===== src/logic/swm_consts.svh =====
// Constants of the single-wire bus master: timing in ns, derived cycle counts, ROM command bytes.
// Assumes a 125 MHz clock; included by the master design file.
`ifndef SWM_CONSTS_SVH
`define SWM_CONSTS_SVH

`define SWM_CLK_NS              8
// Least times round up to whole cycles.
`define SWM_CYC(ns)             (((ns) + `SWM_CLK_NS - 1) / `SWM_CLK_NS)

`define SWM_POWERUP_WAIT_NS     1200000
// Standard speed.
`define SWM_STD_RST_LOW_NS      500000
`define SWM_STD_RST_HIGH_NS     480000
`define SWM_STD_PRES_SAMPLE_NS  70000
`define SWM_STD_SLOT_NS         70000
`define SWM_STD_ZERO_LOW_NS     65000
`define SWM_STD_ONE_LOW_NS      6000
`define SWM_STD_READ_SAMPLE_NS  13000
`define SWM_STD_RECOVERY_NS     5000
// Overdrive speed.
`define SWM_FAST_RST_LOW_NS     70000
`define SWM_FAST_RST_HIGH_NS    48000
`define SWM_FAST_PRES_SAMPLE_NS 9000
`define SWM_FAST_SLOT_NS        11000
`define SWM_FAST_ZERO_LOW_NS    10000
`define SWM_FAST_ONE_LOW_NS     1000
`define SWM_FAST_READ_SAMPLE_NS 1750
`define SWM_FAST_RECOVERY_NS    2000

`define SWM_ROM_READ            8'h33
`define SWM_ROM_SEARCH          8'hF0
`define SWM_ROM_OVERDRIVE       8'h3C

`define SWM_RSP_WIDTH           8
`define SWM_RSP_DEPTH           16

`endif


===== src/logic/swm_pkg.sv =====
// Types of the single-wire bus master: user command codes and engine states.
// Assumes nothing of its surroundings.
package swm_pkg;

	typedef enum logic [2:0] {
		SWM_OP_RESET     = 3'h0,
		SWM_OP_RESET_STD = 3'h1,
		SWM_OP_WRITE     = 3'h2,
		SWM_OP_READ      = 3'h3,
		SWM_OP_TRIPLET   = 3'h4
	} swm_op_t;

	typedef enum logic [3:0] {
		SWM_ST_PWRUP = 4'h0,
		SWM_ST_IDLE  = 4'h1,
		SWM_ST_RLOW  = 4'h3,
		SWM_ST_RHIGH = 4'h2,
		SWM_ST_SLOW  = 4'h6,
		SWM_ST_SHIGH = 4'h7,
		SWM_ST_NEXT  = 4'h5,
		SWM_ST_PUSH  = 4'h4
	} swm_state_t;

endpackage


===== src/logic/swm_master.sv =====
// Bus master for a single-wire open-drain identity bus, with a response FIFO.
// Assumes an external pull-up on the line and a testbench that resolves the wire from lineOe.
`timescale 1ns/1ps
`include "swm_consts.svh"

module swm_fifo #(
	parameter int WIDTH = 8,
	parameter int DEPTH = 16
) (
	input  wire logic             clock,     // System clock.
	input  wire logic             reset,     // Synchronous reset.
	input  wire logic             inValid,   // Write request.
	output logic                  inReady,   // Room for a word.
	input  wire logic [WIDTH-1:0] inData,    // Word written.
	output logic                  outValid,  // Word available.
	input  wire logic             outReady,  // Reader takes the word.
	output logic [WIDTH-1:0]      outData    // Oldest word.
);
	localparam int AW = $clog2(DEPTH);

	logic [WIDTH-1:0] mem [DEPTH];
	logic [AW:0]      wrPtr;
	logic [AW:0]      rdPtr;

	wire full  = (wrPtr[AW] != rdPtr[AW]) && (wrPtr[AW-1:0] == rdPtr[AW-1:0]);
	wire empty = (wrPtr == rdPtr);
	wire push  = inValid && !full;
	wire pop   = outReady && !empty;

	assign inReady  = !full;
	assign outValid = !empty;
	assign outData  = mem[rdPtr[AW-1:0]];

	always_ff @(posedge clock) begin
		if (push) begin
			mem[wrPtr[AW-1:0]] <= inData;
		end
	end

	always_ff @(posedge clock) begin
		if (reset) begin
			wrPtr <= '0;
			rdPtr <= '0;
		end else begin
			wrPtr <= wrPtr + (AW+1)'(push);
			rdPtr <= rdPtr + (AW+1)'(pop);
		end
	end

	fifo_no_overfill_a: assert property (@(posedge clock) disable iff (reset)
		full |=> (wrPtr == $past(wrPtr)))
		else $error("FIFO pointer moved while full");

endmodule // swm_fifo

// How it works
// Bits go and come least significant first.
// Wait power-up delay before first bus activity.
// Only this master starts any bus operation.
// Line is only pulled low, never driven high.
// Line is left released while idle.
// Device tells slots from resets by length.
// Slot timing keeps bit rate within limits.
// Reset, then ROM command, then data read.
// Reset pulse answered by device presence pulse.
// ROM commands only after presence was seen.
// Each slot lasts at least the slot minimum.
// Reset low time within speed's reset window.
// Device waits briefly before pulling presence.
// Device holds presence low for bounded span.
// Presence sampled inside presence sample window.
// Zero write holds line low long enough.
// One write releases line after short low.
// Read slot short low, sample before limit.
// Overdrive command speeds up; long reset slows.
// Read-ROM returns family, serial, then CRC.
// Search sends bit, complement, reads choice.
// Device holds line low to return zero.
// Device samples written bit mid slot.
// Slots wait for reset; reset restarts commands.
module swm_master
	import swm_pkg::*;
#(
	parameter int POWERUP_CYC   = `SWM_CYC(`SWM_POWERUP_WAIT_NS),
	parameter int STD_RLOW_CYC  = `SWM_CYC(`SWM_STD_RST_LOW_NS),
	parameter int STD_RHIGH_CYC = `SWM_CYC(`SWM_STD_RST_HIGH_NS),
	parameter int STD_PRES_CYC  = `SWM_CYC(`SWM_STD_PRES_SAMPLE_NS),
	parameter int STD_SLOT_CYC  = `SWM_CYC(`SWM_STD_SLOT_NS),
	parameter int STD_ZERO_CYC  = `SWM_CYC(`SWM_STD_ZERO_LOW_NS)
) (
	input  wire logic       clock,      // 125 MHz system clock.
	input  wire logic       reset,      // Synchronous reset, active high.
	input  wire logic       cmdValid,   // Command offered.
	output logic            cmdReady,   // Command taken this cycle.
	input  wire logic [2:0] cmdOp,      // Command code.
	input  wire logic [7:0] cmdData,    // Byte to write, or search direction in bit 0.
	output logic            cmdRefused, // Data command dropped, no presence yet.
	output logic            rspValid,   // Response byte available.
	input  wire logic       rspReady,   // Response byte taken.
	output logic [7:0]      rspData,    // Response byte.
	output logic            fastSpeed,  // Overdrive timing in use.
	output logic            linkUp,     // Presence seen since last reset.
	output logic            busy,       // Engine not idle.
	input  wire logic       lineIn,     // Data line level.
	output logic            lineOut,    // Data line drive value, always low.
	output logic            lineOe      // Pulls the data line low when high.
);
	localparam int CW = 18;

	function automatic logic [CW-1:0] pick(input logic f, input int s, input int o);
		return f ? CW'(o) : CW'(s);
	endfunction

	swm_state_t   state;
	swm_state_t   next_state;
	swm_op_t      op;
	logic [CW-1:0] cnt;
	logic [7:0]   shiftReg;
	logic [7:0]   cmdByte;
	logic [1:0]   bitCnt;
	logic [2:0]   byteBit;
	logic         sample;
	logic         presence;
	logic         afterReset;
	logic         tripTrue;
	logic         tripCmp;
	logic         dirBit;
	logic         stdReset;
	logic [7:0]   pushData;
	logic         fifoInReady;

	// Timing of the current speed.
	wire [CW-1:0] rLowCyc  = pick(fastSpeed, STD_RLOW_CYC, `SWM_CYC(`SWM_FAST_RST_LOW_NS));
	wire [CW-1:0] rHighCyc = pick(fastSpeed, STD_RHIGH_CYC, `SWM_CYC(`SWM_FAST_RST_HIGH_NS));
	wire [CW-1:0] presCyc  = pick(fastSpeed, STD_PRES_CYC, `SWM_CYC(`SWM_FAST_PRES_SAMPLE_NS));
	wire [CW-1:0] slotCyc  = pick(fastSpeed, STD_SLOT_CYC, `SWM_CYC(`SWM_FAST_SLOT_NS));
	wire [CW-1:0] recCyc   = pick(fastSpeed, `SWM_CYC(`SWM_STD_RECOVERY_NS), `SWM_CYC(`SWM_FAST_RECOVERY_NS));
	wire [CW-1:0] zeroCyc  = pick(fastSpeed, STD_ZERO_CYC, `SWM_CYC(`SWM_FAST_ZERO_LOW_NS));
	wire [CW-1:0] oneCyc   = pick(fastSpeed, `SWM_CYC(`SWM_STD_ONE_LOW_NS), `SWM_CYC(`SWM_FAST_ONE_LOW_NS));
	wire [CW-1:0] rdSmpCyc = pick(fastSpeed, `SWM_CYC(`SWM_STD_READ_SAMPLE_NS), `SWM_CYC(`SWM_FAST_READ_SAMPLE_NS));

	wire isTrip     = (op == SWM_OP_TRIPLET);
	// Read slots and triplet reads send a one; the third triplet slot sends the chosen direction.
	wire slotBit    = isTrip ? ((bitCnt == 2'd2) ? dirBit : 1'b1) : shiftReg[0];
	wire [CW-1:0] lowCyc = slotBit ? oneCyc : zeroCyc;
	wire takeCmd    = cmdValid && (state == SWM_ST_IDLE);
	wire isResetOp  = (cmdOp == SWM_OP_RESET) || (cmdOp == SWM_OP_RESET_STD);
	wire refuse     = takeCmd && !isResetOp && !linkUp;
	wire byteDone   = (byteBit == 3'd7);
	wire tripDone   = (bitCnt == 2'd2);
	wire chooseDir  = (tripTrue != sample) ? tripTrue : cmdByte[0];

	assign cmdReady   = (state == SWM_ST_IDLE);
	assign cmdRefused = refuse;
	assign busy       = (state != SWM_ST_IDLE);
	assign lineOut    = 1'b0;

	always_comb begin
		next_state = state;
		case (state)
			SWM_ST_PWRUP: if (cnt == CW'(POWERUP_CYC - 1)) next_state = SWM_ST_IDLE;
			SWM_ST_IDLE: begin
				if (takeCmd && isResetOp) begin
					next_state = SWM_ST_RLOW;
				end else if (takeCmd && !refuse) begin
					next_state = SWM_ST_SLOW;
				end
			end
			SWM_ST_RLOW:  if (cnt == rLowCyc - 1'b1) next_state = SWM_ST_RHIGH;
			SWM_ST_RHIGH: if (cnt == rHighCyc - 1'b1) next_state = SWM_ST_PUSH;
			SWM_ST_SLOW:  if (cnt == lowCyc - 1'b1) next_state = SWM_ST_SHIGH;
			SWM_ST_SHIGH: if (cnt == slotCyc + recCyc - 1'b1) next_state = SWM_ST_NEXT;
			SWM_ST_NEXT: begin
				if (isTrip) begin
					next_state = tripDone ? SWM_ST_PUSH : SWM_ST_SLOW;
				end else if (!byteDone) begin
					next_state = SWM_ST_SLOW;
				end else begin
					next_state = (op == SWM_OP_READ) ? SWM_ST_PUSH : SWM_ST_IDLE;
				end
			end
			SWM_ST_PUSH:  if (fifoInReady) next_state = SWM_ST_IDLE;
			default:      next_state = SWM_ST_IDLE;
		endcase
	end

	always_ff @(posedge clock) begin
		if (reset) begin
			state <= SWM_ST_PWRUP;
			cnt   <= '0;
		end else begin
			state <= next_state;
			cnt   <= (next_state != state) ? '0 : cnt + 1'b1;
		end
	end

	// The line is pulled only during reset low and slot low; elsewhere it is released.
	always_ff @(posedge clock) begin
		if (reset) begin
			lineOe <= 1'b0;
		end else begin
			lineOe <= (next_state == SWM_ST_RLOW) || (next_state == SWM_ST_SLOW);
		end
	end

	always_ff @(posedge clock) begin
		if (reset) begin
			op       <= SWM_OP_RESET;
			cmdByte  <= 8'h00;
			stdReset <= 1'b0;
		end else if (takeCmd) begin
			op       <= swm_op_t'(cmdOp);
			cmdByte  <= cmdData;
			stdReset <= (cmdOp == SWM_OP_RESET_STD);
		end
	end

	// Bit sampling on the line: presence at its sample point, data at the read sample point.
	// Read slots always open with the short low, so the data sample counts from the slot's falling edge.
	always_ff @(posedge clock) begin
		if (reset) begin
			presence <= 1'b0;
			sample   <= 1'b1;
		end else if (state == SWM_ST_RHIGH && cnt == presCyc) begin
			presence <= !lineIn;
		end else if (state == SWM_ST_SHIGH && cnt == rdSmpCyc - oneCyc) begin
			sample   <= lineIn;
		end
	end

	always_ff @(posedge clock) begin
		if (reset) begin
			shiftReg <= 8'h00;
			byteBit  <= 3'd0;
			bitCnt   <= 2'd0;
			tripTrue <= 1'b0;
			tripCmp  <= 1'b0;
			dirBit   <= 1'b0;
		end else if (takeCmd) begin
			shiftReg <= (cmdOp == SWM_OP_WRITE) ? cmdData : 8'hFF;
			byteBit  <= 3'd0;
			bitCnt   <= 2'd0;
		end else if (state == SWM_ST_NEXT) begin
			shiftReg <= {sample, shiftReg[7:1]};
			byteBit  <= byteBit + 3'd1;
			bitCnt   <= bitCnt + 2'd1;
			if (bitCnt == 2'd0) tripTrue <= sample;
			if (bitCnt == 2'd1) begin
				tripCmp <= sample;
				dirBit  <= chooseDir;
			end
		end
	end

	// Speed and link state follow the reset and the overdrive command.
	always_ff @(posedge clock) begin
		if (reset) begin
			fastSpeed  <= 1'b0;
			linkUp     <= 1'b0;
			afterReset <= 1'b0;
		end else if (takeCmd && isResetOp) begin
			linkUp <= 1'b0;
			if (cmdOp == SWM_OP_RESET_STD) fastSpeed <= 1'b0;
		end else if (state == SWM_ST_RHIGH && next_state == SWM_ST_PUSH) begin
			linkUp     <= presence;
			afterReset <= 1'b1;
		end else if (state == SWM_ST_NEXT && !isTrip && byteDone) begin
			afterReset <= 1'b0;
			if (op == SWM_OP_WRITE && afterReset && cmdByte == `SWM_ROM_OVERDRIVE) begin
				fastSpeed <= 1'b1;
			end
		end
	end

	always_ff @(posedge clock) begin
		if (reset) begin
			pushData <= 8'h00;
		end else if (state == SWM_ST_RHIGH) begin
			pushData <= {7'h00, presence};
		end else if (state == SWM_ST_NEXT && isTrip) begin
			pushData <= {4'h0, tripTrue & tripCmp, dirBit, tripCmp, tripTrue};
		end else if (state == SWM_ST_NEXT) begin
			pushData <= {sample, shiftReg[7:1]};
		end
	end

	swm_fifo #(
		.WIDTH (`SWM_RSP_WIDTH),
		.DEPTH (`SWM_RSP_DEPTH)
	) u_rsp_fifo (
		.clock    (clock),
		.reset    (reset),
		.inValid  (state == SWM_ST_PUSH),
		.inReady  (fifoInReady),
		.inData   (pushData),
		.outValid (rspValid),
		.outReady (rspReady),
		.outData  (rspData)
	);

	pull_low_only_a: assert property (@(posedge clock) disable iff (reset)
		lineOe |-> (lineOut == 1'b0))
		else $error("Line driven high");

	powerup_quiet_a: assert property (@(posedge clock) disable iff (reset)
		(state == SWM_ST_PWRUP) |-> !lineOe && !cmdReady)
		else $error("Bus touched during power-up wait");

	idle_released_a: assert property (@(posedge clock) disable iff (reset)
		(state == SWM_ST_IDLE) && $past(state == SWM_ST_IDLE) |-> !lineOe)
		else $error("Line pulled while idle");

	reset_low_len_a: assert property (@(posedge clock) disable iff (reset)
		$past(state == SWM_ST_RLOW) && (state == SWM_ST_RHIGH) |-> $past(cnt) == rLowCyc - 1'b1 && !lineOe)
		else $error("Reset low time wrong");

	slot_min_len_a: assert property (@(posedge clock) disable iff (reset)
		$past(state == SWM_ST_SHIGH) && (state == SWM_ST_NEXT) |-> $past(cnt) >= slotCyc)
		else $error("Slot shorter than minimum");

	slot_low_len_a: assert property (@(posedge clock) disable iff (reset)
		$fell(state == SWM_ST_SLOW) |-> $past(cnt) == ($past(slotBit) ? oneCyc : zeroCyc) - 1'b1)
		else $error("Slot low time wrong");

	slot_needs_link_a: assert property (@(posedge clock) disable iff (reset)
		$rose(state == SWM_ST_SLOW) |-> linkUp)
		else $error("Slot started without presence");

	lsb_first_a: assert property (@(posedge clock) disable iff (reset)
		(state == SWM_ST_NEXT) && !takeCmd |=> shiftReg == {$past(sample), $past(shiftReg[7:1])})
		else $error("Bit order not lsb first");

	refuse_no_slot_a: assert property (@(posedge clock) disable iff (reset)
		refuse |=> (state == SWM_ST_IDLE) && !lineOe)
		else $error("Refused command reached the line");

	link_cleared_a: assert property (@(posedge clock) disable iff (reset)
		$rose(state == SWM_ST_RLOW) |-> !linkUp)
		else $error("Link kept across a reset");

	read_after_release_a: assert property (@(posedge clock) disable iff (reset)
		(state == SWM_ST_SHIGH) && (cnt == rdSmpCyc - oneCyc) |-> $past(state == SWM_ST_SHIGH) && !lineOe)
		else $error("Read sampled while line pulled");

	overdrive_cmd_a: assert property (@(posedge clock) disable iff (reset)
		$rose(fastSpeed) |-> $past(op == SWM_OP_WRITE && cmdByte == `SWM_ROM_OVERDRIVE))
		else $error("Overdrive entered without its command");

endmodule // swm_master


===== config.mk =====
export PLATFORM = sky130hd
export DESIGN_NAME = swm_master
export DESIGN_NICKNAME = d
export VERILOG_FILES = /design/src/logic/swm_pkg.sv /design/src/logic/swm_master.sv
export VERILOG_INCLUDE_DIRS = /design/src /design/src/logic
export SDC_FILE = /design/constraint.sdc
export NUM_CORES = 1
export LEC_CHECK = 0
export BUFFER_PORTS_ARGS = -buffer_cell sky130_fd_sc_hd__clkbuf_2
export CAP_MARGIN = 0
export CORE_MARGIN = 10
export CORE_UTILIZATION = 45
export DETAILED_ROUTE_END_ITERATION = 8
export GPL_TIMING_DRIVEN = 0
export PLACE_DENSITY = 0.64
export RECOVER_POWER = 50
export SETUP_SLACK_MARGIN = 0.5
export SYNTH_ARGS = -nofsm -noshare
export SYNTH_HDL_FRONTEND = slang
export SYNTH_SLANG_ARGS = --single-unit

===== constraint.sdc =====
create_clock -name clock -period 4.25 [get_ports clock]
set_clock_uncertainty 0.1 [all_clocks]
set_input_delay 0.425 -clock clock [delete_from_list [all_inputs] [get_ports clock]]
set_output_delay 0.425 -clock clock [all_outputs]
set_load 0.005 [all_outputs]

# Word-level counts from Yosys, hierarchy flattened
# Memory sizes are Yosys's and may differ from the RTL's. A register that Yosys moved wholly into a read port is not among the register bits.
# Cells that the tools add are included.
[totals] memories=1 input_bits=16 register_bits=73 output_inout_bits=16 mem_bits_rw=128 elab_cells=156
[memory_table] memory="u_rsp_fifo.mem" words=16 width=8 read_ports=1 rd_clocked_by_memory_dff=1 wr=1 line_no="swm_master.sv:21" source="logic [WIDTH-1:0] mem [DEPTH];"
[classes] n_bitwise=4 eq_ne=34 addsub=11 n_reduce_logical=44 mux=41
[op_table] operator="18-bit == test" count=5
[op_table] operator="4-bit two-way mux" count=11
[op_table] operator="16-bit by 1-bit subtractor with 17-bit output, second input constant" count=2
[op_table] operator="16-bit two-way mux" count=2
[op_table] operator="4-bit case mux with 8 select lines" count=1
[op_table] operator="14-bit two-way mux" count=2
[op_table] operator="13-bit two-way mux" count=2
[op_table] operator="4-bit by 3-bit == test with 1-bit output, second input constant" count=6
[op_table] operator="8-bit two-way mux" count=3
[op_table] operator="10-bit two-way mux" count=2
[op_table] operator="18-bit by 1-bit adder with 18-bit output, second input constant" count=1
[op_table] operator="18-bit by 14-bit == test with 1-bit output" count=1
[op_table] operator="18-bit == test, second input constant" count=1
[op_table] operator="1-bit logical AND" count=16
[op_table] operator="15-bit by 1-bit subtractor with 16-bit output, second input constant" count=1
[op_table] operator="14-bit by 10-bit adder with 15-bit output" count=1
[op_table] operator="13-bit by 1-bit subtractor with 14-bit output, second input constant" count=1
[op_table] operator="1-bit two-way mux" count=13
[op_table] operator="4-bit by 2-bit == test with 1-bit output, second input constant" count=3
[op_table] operator="11-bit by 10-bit subtractor with 12-bit output" count=1
[op_table] operator="11-bit two-way mux" count=1
[op_table] operator="5-bit by 1-bit adder with 5-bit output" count=2
[op_table] operator="2-bit nonzero test" count=5
[op_table] operator="3-bit by 2-bit == test with 1-bit output, second input constant" count=3
[op_table] operator="other kinds (30)" count=48

# Depth between registers and ports, before layout
# Gate-level depths: netlist (run 1).
[depth] word_depth=14 mapped_depth=14 mapped_depth_nobuf=13

# By module
# From an unflattened synthesis (run 1), not the netlist that was laid out.
[unflattened] hier_cells=736 area_unflattened_um2=9362.7
[modules_own_cells] module="swm_fifo" instances=1 seq_area_each_um2=4043.9 area_per_inst_um2=5554.1 cells_per_inst=289
[modules_own_cells] module="swm_master" instances=1 seq_area_each_um2=1261.2 area_per_inst_um2=3808.7 cells_per_inst=447

# Least setup slack after synthesis (run 1)
# Ideal clock, no wire load.
[synth_timing] kind="register -> register" startpoint="register op[2]" endpoint="register cnt[0]" stages_incl_launch_ff=13 setup_time_ns=0.124 arrival_ns=3.113 path_buffers=1 period_less_slack_ns=3.337 t_required_ns=4.026 slack_ns=0.913 path_cell_list="dfxtp_1 nor3b_2 mux2i_1 inv_1 ha_1 xor2_1 nand2_1 or4_1 a2111oi_1 nor2_1 o2111ai_4 buf_12 nor2_2"
[synth_via] elab_chain_len=9 word_cells_on_any_way=13 classes_between="1 x add/sub; 4 x eq/ne; 7 x mux; 1 x reduce/logical"
[synth_lines] item="start, declared" line_no="swm_master.sv:116" source="swm_op_t op;"
[synth_lines] item="start signal, assigned" line_no="swm_master.sv:212" source="op <= swm_op_t'(cmdOp);"
[synth_lines] item="3-bit == test" line_no="swm_master.sv:142" source="wire isTrip = (op == SWM_OP_TRIPLET);"
[synth_lines] item="1-bit two-way mux" line_no="swm_master.sv:144" source="wire slotBit = isTrip ? ((bitCnt == 2'd2) ? dirBit : 1'b1) : shiftReg[0];"
[synth_lines] item="13-bit two-way mux" line_no="swm_master.sv:145" source="wire [CW-1:0] lowCyc = slotBit ? oneCyc : zeroCyc;"
[synth_lines] item="13-bit by 1-bit subtractor with 14-bit output" line_no="swm_master.sv:171" source="SWM_ST_SLOW: if (cnt == lowCyc - 1'b1) next_state = SWM_ST_SHIGH;"
[synth_lines] item="18-bit == test" line_no="swm_master.sv:171"
[synth_lines] item="4-bit two-way mux" line_no="swm_master.sv:171"
[synth_lines] item="4-bit case mux with 8 select lines *" line_no="swm_master.sv:160" source="case (state)"
[synth_lines] item="4-bit != test *" line_no="swm_master.sv:193" source="cnt <= (next_state != state) ? '0 : cnt + 1'b1;"
[synth_lines] item="2-bit OR reduction (no line) *"
[synth_lines] item="end signal, assigned" line_no="swm_master.sv:193"
[synth_lines] item="end, declared" line_no="swm_master.sv:117" source="logic [CW-1:0] cnt;"
# Mark *: on every way between the ends. The rest lies on a longest branch, timed or not.
# A chain may end at the register's enable or synchronous reset.

# Worst setup path after layout (run 1)
[layout_timing] startpoint="register op[2]" endpoint="register cnt[12]"
# The elaborated chain is that of the path after synthesis.

==> metrics.txt, run 1 <==
CTS Buf Count=21; Final Hold Viols=0; sequential share of the synthesized area=0.5971; count leader, synth=edfxtp_1; post-DR wirelength/cell=19.73 um; starting DRC count in detailed routing=602; Yosys warnings=0; Fin Setup TNS=0 ns; area share of the largest cell type after synthesis=0.4326; Setup crit start kind=flop; Worst slew margin=0.2758; Hold Path Class=input pin to flop; status=completed; hold wc startpoint=cmdData[5]; share of cells above drive strength 1=0.1887; Syn-to-layout area delta=14.52%; fin area=0.01017 mm^2; Max Cap Violations=0; final WL=20280 um; WS Path Type=flop to flop; drt first pass iters=5; Post-Synthesis Cell Area=0.008885 mm^2; number of I/O pins=32; Post-synth EDFFs=128; Layout Nets=776; fmax=0.2834 GHz; ranking of synthesized cells by area=edfxtp_1 43%, dfxtp_1 16%, mux4_2 10%; Async SR Flop Fraction=0; Vias/cell=5.581; hpwl dp=14160 um; fin. max-slew vios=0; area of the die=0.02577 mm^2; CTS tree=yes; vias=5737; Worst Path Max Fanout=10; Pwr per Cell Area=393.9 mW/mm^2; # fillers=1680; Cell Area, Placed=0.009420 mm^2; final period demand of the worst path=3.528 ns; largest net degree at the start of global routing=18; antenna-violating nets left=0; Placer Congestion=0.9060; PortBufs=30; RSZ-0062 raised after global routing=false; Post-Syn Area per Cell=12.97 um^2; Placed Cells=985; worst skew pair latency=0.50 ns; DRC violation count after routing=0; Max IR drop VDD=242.4 uV; final period utilization=0.8301; Yosys reg bits=201; Die Width=160.5 um; worst hold path cell count=3; initial antenna violation count=0; Initial Util=0.4565; vias in the first global route=5908; Reg2Reg Setup Slack=0.72 ns; crit path DAT=3.81 ns; CTS sink count=201; core area=0.01946 mm^2; Die H=160.5 um; row count=51; Post-synth top cells=128 x edfxtp_1, 73 x dfxtp_1, 71 x nand2_1; gr ovfl total=0; clk root buf=clkbuf_16; crit end category=flop; Synth Instances=685; Clock transition at path regs=0.06 ns; GRT Overall Usage=0.1558; Crit Reg-Reg Endpoint=cnt[12]$_SDFF_PP0_; Clock Tree Buf Depth=3; reg2reg path depth=12; worst slew pin tran=1.076 ns; Hold Path Sink=cmdByte[5]$_SDFFE_PP0P_; post-route insts no fill=1028; H-Tree Depth=1; Synth area leader=edfxtp_1; diode count=0; Finish-stage setup viols=0; Critical Path RT=4.53 ns; first-pass GRT wire length=32640 um; Netlist cell types=67; Most used DFF post-synth=edfxtp_1; worst r2r src=op[2]$_SDFFE_PP0P_; P_leak=0.003258 uW
==> area by class of cell <==
type	count	area, um^2	share of cell area
clock inverters	13	140.1	0.01377
well taps	265	331.6	0.03259
plain buffers	48	214.0	0.02103
repair buffers	39	202.7	0.01992
inverters	11	41.29	0.004058
multi-input cells	426	3377	0.3319
clock buffers	25	563.0	0.05534
flip-flops and latches	201	5305	0.5214
==> cell families after synthesis <==
kind of cell / count (synthesis) / synth area share
muxes: 47 / 0.1093
xor gates and xnor gates: 36 / 0.03549
and+or+nand+nor: 255 / 0.1503
AOI/OAI and AO/OA: 73 / 0.06098
other: 1 / 0.0004221
adders and majority gates: 13 / 0.01803
DFF: 201 / 0.5971
buffers and inverters: 59 / 0.02845
==> metal layers <==
layer | routed length (um) | share of wire | vias to the layer above | global-route usage
met1 | 8856 | 0.44 | 2837 | 0.2047
li1 | - | - | 2681 | -
met3 | 1140 | 0.056 | 37 | 0.03195
met5 | 0 | 0 | - | 0
met2 | 9823 | 0.48 | 182 | 0.2571
met4 | 463 | 0.023 | 0 | 0.04090
==> stage by stage <==
stage	hold slack [ns]	utilization	worst slack (ns)	power (uW)
after floorplan	0.3312	-	0.9133	2151
after global placement	0.3409	0.4815	0.1544	2175
after detailed placement	0.3491	0.4840	0.1040	2177
after CTS	0.05982	0.5209	0.5023	4042
after global routing	0.06774	0.5228	0.5280	4129
final	0.07053	0.5228	0.7219	4008
==> timing repair <==
item / CTS / global route
hold buffers: 0 / 0
pin swaps: 0 / 1
gates resized for setup: 3 / 8
setup endpoints to repair: 19 / 26
setup buffers: 0 / 4
==> power breakdown <==
part	switching, uW	internal (uW)	total [uW]
Clock	740	1130	1870
Combinational	46.6	28.6	75.2
Sequential	5.37	2060	2060
Total	792	3220	4010
==> worst max path at each step <==
stage,start,end,cells after the start
floorplan,op[2]$_SDFFE_PP0P_,cnt[0]$_SDFF_PP0_,12
global placement,op[2]$_SDFFE_PP0P_,cnt[0]$_SDFF_PP0_,12
detailed placement,op[2]$_SDFFE_PP0P_,cnt[12]$_SDFF_PP0_,12
CTS,u_rsp_fifo.rdPtr[0]$_SDFF_PP0_,rspData[2],5
global route,op[2]$_SDFFE_PP0P_,cnt[0]$_SDFF_PP0_,12
finish,op[2]$_SDFFE_PP0P_,cnt[12]$_SDFF_PP0_,12
==> worst max-delay path, stage by stage (launching register included) <==
cell and delay (ns):
dfxtp_1 0.40, nor3b_4 0.39, mux2i_4 0.37, inv_1 0.11
ha_1 0.30, xor2_1 0.14, nand2_1 0.06, or4_1 0.53
a2111oi_4 0.30, nor2_1 0.13, o2111ai_4 0.35, buf_12 0.19
nor2_2 0.04
==> sequential cells by signal, summed over array words and instances, names as in the netlist, 2 cells and up <==
| signal | count |
|---|---|
| shiftReg | 8 |
| bitCnt | 2 |
| op | 3 |
| pushData | 8 |
| u_rsp_fifo.rdPtr | 5 |
| u_rsp_fifo.mem | 128 |
| cnt | 18 |
| cmdByte | 8 |
| u_rsp_fifo.wrPtr | 5 |
| state | 4 |
| byteBit | 3 |
==> placed cells by master (no fill, tap or decap), types with 11 or more instances in the layout <==
cell | synthesis | layout
nand3_1 | 15 | 15
nand2_1 | 71 | 71
clkbuf_2 | 0 | 29
ha_1 | 12 | 12
nor2_1 | 59 | 59
xor2_1 | 16 | 16
nor3_1 | 15 | 13
xnor2_1 | 20 | 20
edfxtp_1 | 128 | 128
clkbuf_16 | 0 | 22
dfxtp_1 | 73 | 73
mux4_2 | 40 | 40
inv_1 | 11 | 11
clkbuf_1 | 36 | 45
nand2b_1 | 11 | 11
a21oi_1 | 28 | 28
Note: power is estimated with default switching activity, not from simulation.
==> inputs of run 2 (changes only) <==
--- a/config.mk
+++ b/config.mk
@@ -12,7 +12,7 @@
 export CORE_UTILIZATION = 45
 export DETAILED_ROUTE_END_ITERATION = 8
 export GPL_TIMING_DRIVEN = 0
-export PLACE_DENSITY = 0.64
+export PLACE_DENSITY = 0.66
 export RECOVER_POWER = 50
 export SETUP_SLACK_MARGIN = 0.5
 export SYNTH_ARGS = -nofsm -noshare
==> constraint.sdc (replaced) <==
create_clock -name clock -period 3 [get_ports clock]
set_clock_uncertainty 0.1 [all_clocks]
set_input_delay 0.3 -clock clock [delete_from_list [all_inputs] [get_ports clock]]
set_output_delay 0.3 -clock clock [all_outputs]
set_load 0.005 [all_outputs]
==> metrics.txt, run 2 (synthesis results as in run 1) <==
P_leak=0.003621 uW; vias=6031; commonest non-fill, non-tap cells in the layout=128 x edfxtp_1, 70 x nand2_1, 68 x dfxtp_1, 47 x nor2_1, 40 x mux4_2; Layout Nets=820; initial antenna violation count=0; commonest non-fill, non-tap cell in the layout=edfxtp_1; Finish-stage setup viols=19; Clock transition at path regs=0.06 ns; Setup crit start kind=flop; Critical Path RT=3.28 ns; core area=0.01946 mm^2; # fillers=1561; CTS Buf Count=22; fin. max-slew vios=0; RSZ-0062 raised after global routing=true; worst slew pin tran=1.015 ns; largest net degree at the start of global routing=18; GRT Overall Usage=0.1631; Placer Congestion=0.9224; gr ovfl total=0; Final Hold Viols=0; Clock Tree Buf Depth=3; number of I/O pins=32; Die Width=160.5 um; Worst slew margin=0.3182; fmax=0.2984 GHz; final WL=21570 um; clk root buf=clkbuf_16; post-DR wirelength/cell=20.10 um; Finished Core Util=0.5734; Max Cap Violations=0; Worst Path Max Fanout=5; DRC violation count after routing=0; Vias/cell=5.621; PortBufs=30; crit end category=flop; Largest register FFs=128; worst skew pair latency=0.50 ns; status=complete, but fails checks; row count=51; Hold Path Class=input pin to flop; H-Tree Depth=1; Initial Util=0.4565; Max IR drop VDD=415.5 uV; first-pass GRT wire length=33910 um; final period utilization=1.117; area of the die=0.02577 mm^2; CTS sink count=201; final period demand of the worst path=3.352 ns; crit path DAT=3.63 ns; drt first pass iters=5; failing checks=negative setup slack; antenna-violating nets left=0; Syn-to-layout area delta=25.60%; share of cells above drive strength 1=0.2723; hpwl dp=14010 um; CTS tree=yes; vias in the first global route=6177; Die H=160.5 um; Pwr per Cell Area=512.9 mW/mm^2; diode count=0; overall power=5724 uW; WS Path Type=flop to flop; Worst Slack Setup Final=-0.3515 ns; starting DRC count in detailed routing=511
[run 2: cell count changes in the layout (fill, tap and decap cells not counted), moves of 7 or more]
cell and delta:
buf_12 +12, buf_4 +17, buf_6 +10, clkbuf_1 -10
clkbuf_8 +7, dlygate4sd3_1 +12, nor2_1 -12, nor2_4 +9
[run 2: per-layer routing]
metal,share of wire,global-route usage
met1,0.43,0.2076
met2,0.50,0.2788
met3,0.046,0.02658
met4,0.024,0.05008
met5,0,0
[run 2: where the power goes]
part,internal (uW),switching (uW)
combinational,67.9,75.9
sequential,2920,7.13
clock,1600,1060
total,4580,1150
[run 2: layout make-up]
cell class | instances | area, um^2 | share of cell area
Buffer | 48 | 344.1 | 0.03083
Clock buffer | 33 | 653.1 | 0.05853
Clock inverter | 7 | 72.57 | 0.006503
Inverter | 11 | 41.29 | 0.003700
Multi-Input combinational cell | 426 | 3581 | 0.3209
Sequential cell | 201 | 5319 | 0.4766
Tap cell | 265 | 331.6 | 0.02971
Timing Repair Buffer | 82 | 817.0 | 0.07321
[run 2: repair_timing]
item	in CTS	in global routing
pin swaps	16	9
hold buffers	12	0
buffers inserted	22	10
endpoints found under the setup margin	162	180
resized for setup	79	55
hold endpoints to repair	12	0
gates cloned	5	0
[run 2: worst paths after layout]
path | startpoint | to | slack (ns) | cells after the start
max | op[0]$_SDFFE_PP0P_ | cnt[0]$_SDFF_PP0_ | -0.35 | 14
min | cmdOp[1] | linkUp$_SDFFE_PP0N_ | 0.17 | 3
min reg2reg | cmdByte[6]$_SDFFE_PP0P_ | cmdByte[6]$_SDFFE_PP0P_ | 0.36 | 2
max reg2reg | op[0]$_SDFFE_PP0P_ | cnt[0]$_SDFF_PP0_ | -0.35 | 14
[run 2: worst max-delay path: stages, from the launching register on]
cell       delay [ns]
dfxtp_4          0.36
nor3b_4          0.28
mux2i_4          0.32
inv_2            0.10
ha_4             0.27
xor2_1           0.13
nand2_1          0.07
or4_4            0.50
a2111oi_4        0.25
buf_4            0.18
nor2_2           0.04
o2111ai_4        0.32
buf_12           0.16
buf_16           0.11
nor2_2           0.03
[run 2: stage by stage]
step / hold slack, ns / setup WS [ns] / instance area, um^2 / TNS, ns / cells
after floorplan: 0.3284 / -0.07152 / 8931 / -0.6675 / 686
after global placement: 0.3424 / -0.6040 / 9413 / -20.48 / 981
after detailed placement: 0.3475 / -0.6175 / 9454 / -15.98 / 984
after CTS: 0.1432 / -0.3683 / 11010 / -6.305 / 1063
after global routing: 0.2424 / -0.4412 / 11160 / -8.389 / 1073
final: 0.1690 / -0.3515 / 11160 / -5.972 / 1073
==> inputs of run 3 (changes only) <==
--- a/config.mk
+++ b/config.mk
@@ -14,6 +14,7 @@
 export GPL_TIMING_DRIVEN = 0
 export PLACE_DENSITY = 0.66
 export RECOVER_POWER = 50
+export REMOVE_ABC_BUFFERS = 1
 export SETUP_SLACK_MARGIN = 0.5
 export SYNTH_ARGS = -nofsm -noshare
 export SYNTH_HDL_FRONTEND = slang
==> metrics.txt, run 3 (synthesis results as in run 1) <==
status=complete, but fails checks; failing checks=negative setup slack; Die Width=160.5 um; CTS Buf Count=21; antenna-violating nets left=0; Pwr per Cell Area=513.7 mW/mm^2; commonest non-fill, non-tap cell in the layout=edfxtp_1; Final Hold Viols=0; share of cells above drive strength 1=0.2762; RSZ-0062 raised after global routing=true; H-Tree Depth=1; Vias/cell=5.602; crit end category=flop; starting DRC count in detailed routing=444; Max Cap Violations=0; Worst slew margin=0.09144; most frequent CP cell=nor2_2; Die H=160.5 um; worst stage delay on the critical path=0.49 ns; worst slew pin tran=1.352 ns; Worst Slack Setup Final=-0.3027 ns; Max IR drop VDD=413.7 uV; Critical Path RT=3.29 ns; WS Path Type=flop to flop; post-DR wirelength/cell=19.82 um; PortBufs=30; hpwl dp=12650 um; post-placement setup slack=-1.098 ns; Finish-stage setup viols=27; crit path DAT=3.59 ns; row count=51; diode count=0; Clock transition at path regs=0.06 ns; Syn-to-layout area delta=21.98%; largest net degree at the start of global routing=49; fin area=0.01084 mm^2; fin. max-slew vios=0; Largest register FFs=128; first-pass GRT wire length=32290 um; Hold Path Class=input pin to flop; Layout Nets=777; Setup crit start kind=flop; DRC violation count after routing=0; number of I/O pins=32; Top delay family on crit path=simple AND/OR/NAND/NOR gates; Buf+Inv Stages, Crit Path=4; switching share of total power=0.2042; clock power share=0.452; Worst Path Max Fanout=4; final period demand of the worst path=3.303 ns; Clock Tree Buf Depth=3; CTS tree=yes; clk root buf=clkbuf_16; drt first pass iters=5; Placer Congestion=0.8708; initial antenna violation count=0; vias=5764; switching pwr=1137 uW; P_leak=0.003481 uW; final WL=20400 um; Comb power frac=0.022; gr ovfl total=0; core area=0.01946 mm^2; GRT Overall Usage=0.1517; area of the die=0.02577 mm^2; CTS sink count=201; fmax=0.3028 GHz; Cell Area, Placed=0.009285 mm^2; final period utilization=1.101; CP max-delay cell=or4_4; vias in the first global route=5830; internal cell power=4431 uW; Initial Util=0.4565; worst skew pair latency=0.50 ns; commonest non-fill, non-tap cells in the layout=128 x edfxtp_1, 69 x nand2_1, 57 x dfxtp_1, 49 x nor2_1, 40 x mux4_2; Finished Core Util=0.5569; sequential share of power=0.526; Critical Path, Cell by Cell=nor3b_4, mux2i_4, inv_2, ha_1, xnor2_1, nand2_1, or4_4, a2111oi_4, buf_4, nor2_2, o2111ai_4, buf_12, clkbuf_16, nor2_2
## run 3: final cells by class
class                           instances  area, um^2
Inverter                               11       41.29
Sequential cell                       201        5340
Clock buffer                           22       529.3
Clock inverter                         16       137.6
Multi-Input combinational cell        427        3590
Fill cell                            1557        8625
Timing Repair Buffer                   87       868.3
Tap cell                              265       331.6
## run 3: per-layer routing
metal,track usage,part of all wire,up-vias
li1,-,-,2690
met1,0.1993,0.43,2864
met2,0.2565,0.50,181
met3,0.02710,0.054,29
met4,0.03339,0.014,0
met5,0,0,-
## run 3: path summary, 6_finish.rpt
| path | from | end | slack (ns) | cells past startpoint |
|---|---|---|---|---|
| worst max register to register | op[0]$_SDFFE_PP0P_ | cnt[11]$_SDFF_PP0_ | -0.30 | 14 |
| worst max-delay path | op[0]$_SDFFE_PP0P_ | cnt[11]$_SDFF_PP0_ | -0.30 | 14 |
| worst min-delay path | rspReady | u_rsp_fifo.rdPtr[0]$_SDFF_PP0_ | 0.16 | 4 |
| worst min register to register | cmdByte[3]$_SDFFE_PP0P_ | cmdByte[3]$_SDFFE_PP0P_ | 0.36 | 2 |
## run 3: through the flow
stage	total power [uW]	cells	hold WS, ns	setup TNS (ns)
floorplan	3032	638	0.2691	-35.13
global placement	3069	933	0.3439	-234.81
detailed placement	3072	942	0.3483	-29.91
CTS	5614	1010	0.1564	-3.996
global route	5763	1029	0.1941	-18.65
finish	5568	1029	0.1559	-5.748
## run 3: power by group through the flow
stage	registers, uW	logic, uW	clock network, uW
3_3_place_gp	2990	79.0	0
4_1_cts	2930	114	2570
2_1_floorplan	2990	46.5	0
3_5_place_dp	2990	81.4	0
6_report	2930	125	2520
5_1_grt	2930	136	2700
## run 3: timing repair
action,in CTS,in global routing
gates cloned,4,4
gates resized for setup,57,35
endpoints found under the hold margin,12,0
endpoints found under the setup margin,177,160
hold buffers,12,0
buffers inserted,14,15
pin swaps,4,3
## run 3: worst min-delay path: stages
cell	delay [ns]
clkbuf_2	0.07
and2_1	0.11
ha_1	0.11
nor2b_1	0.13
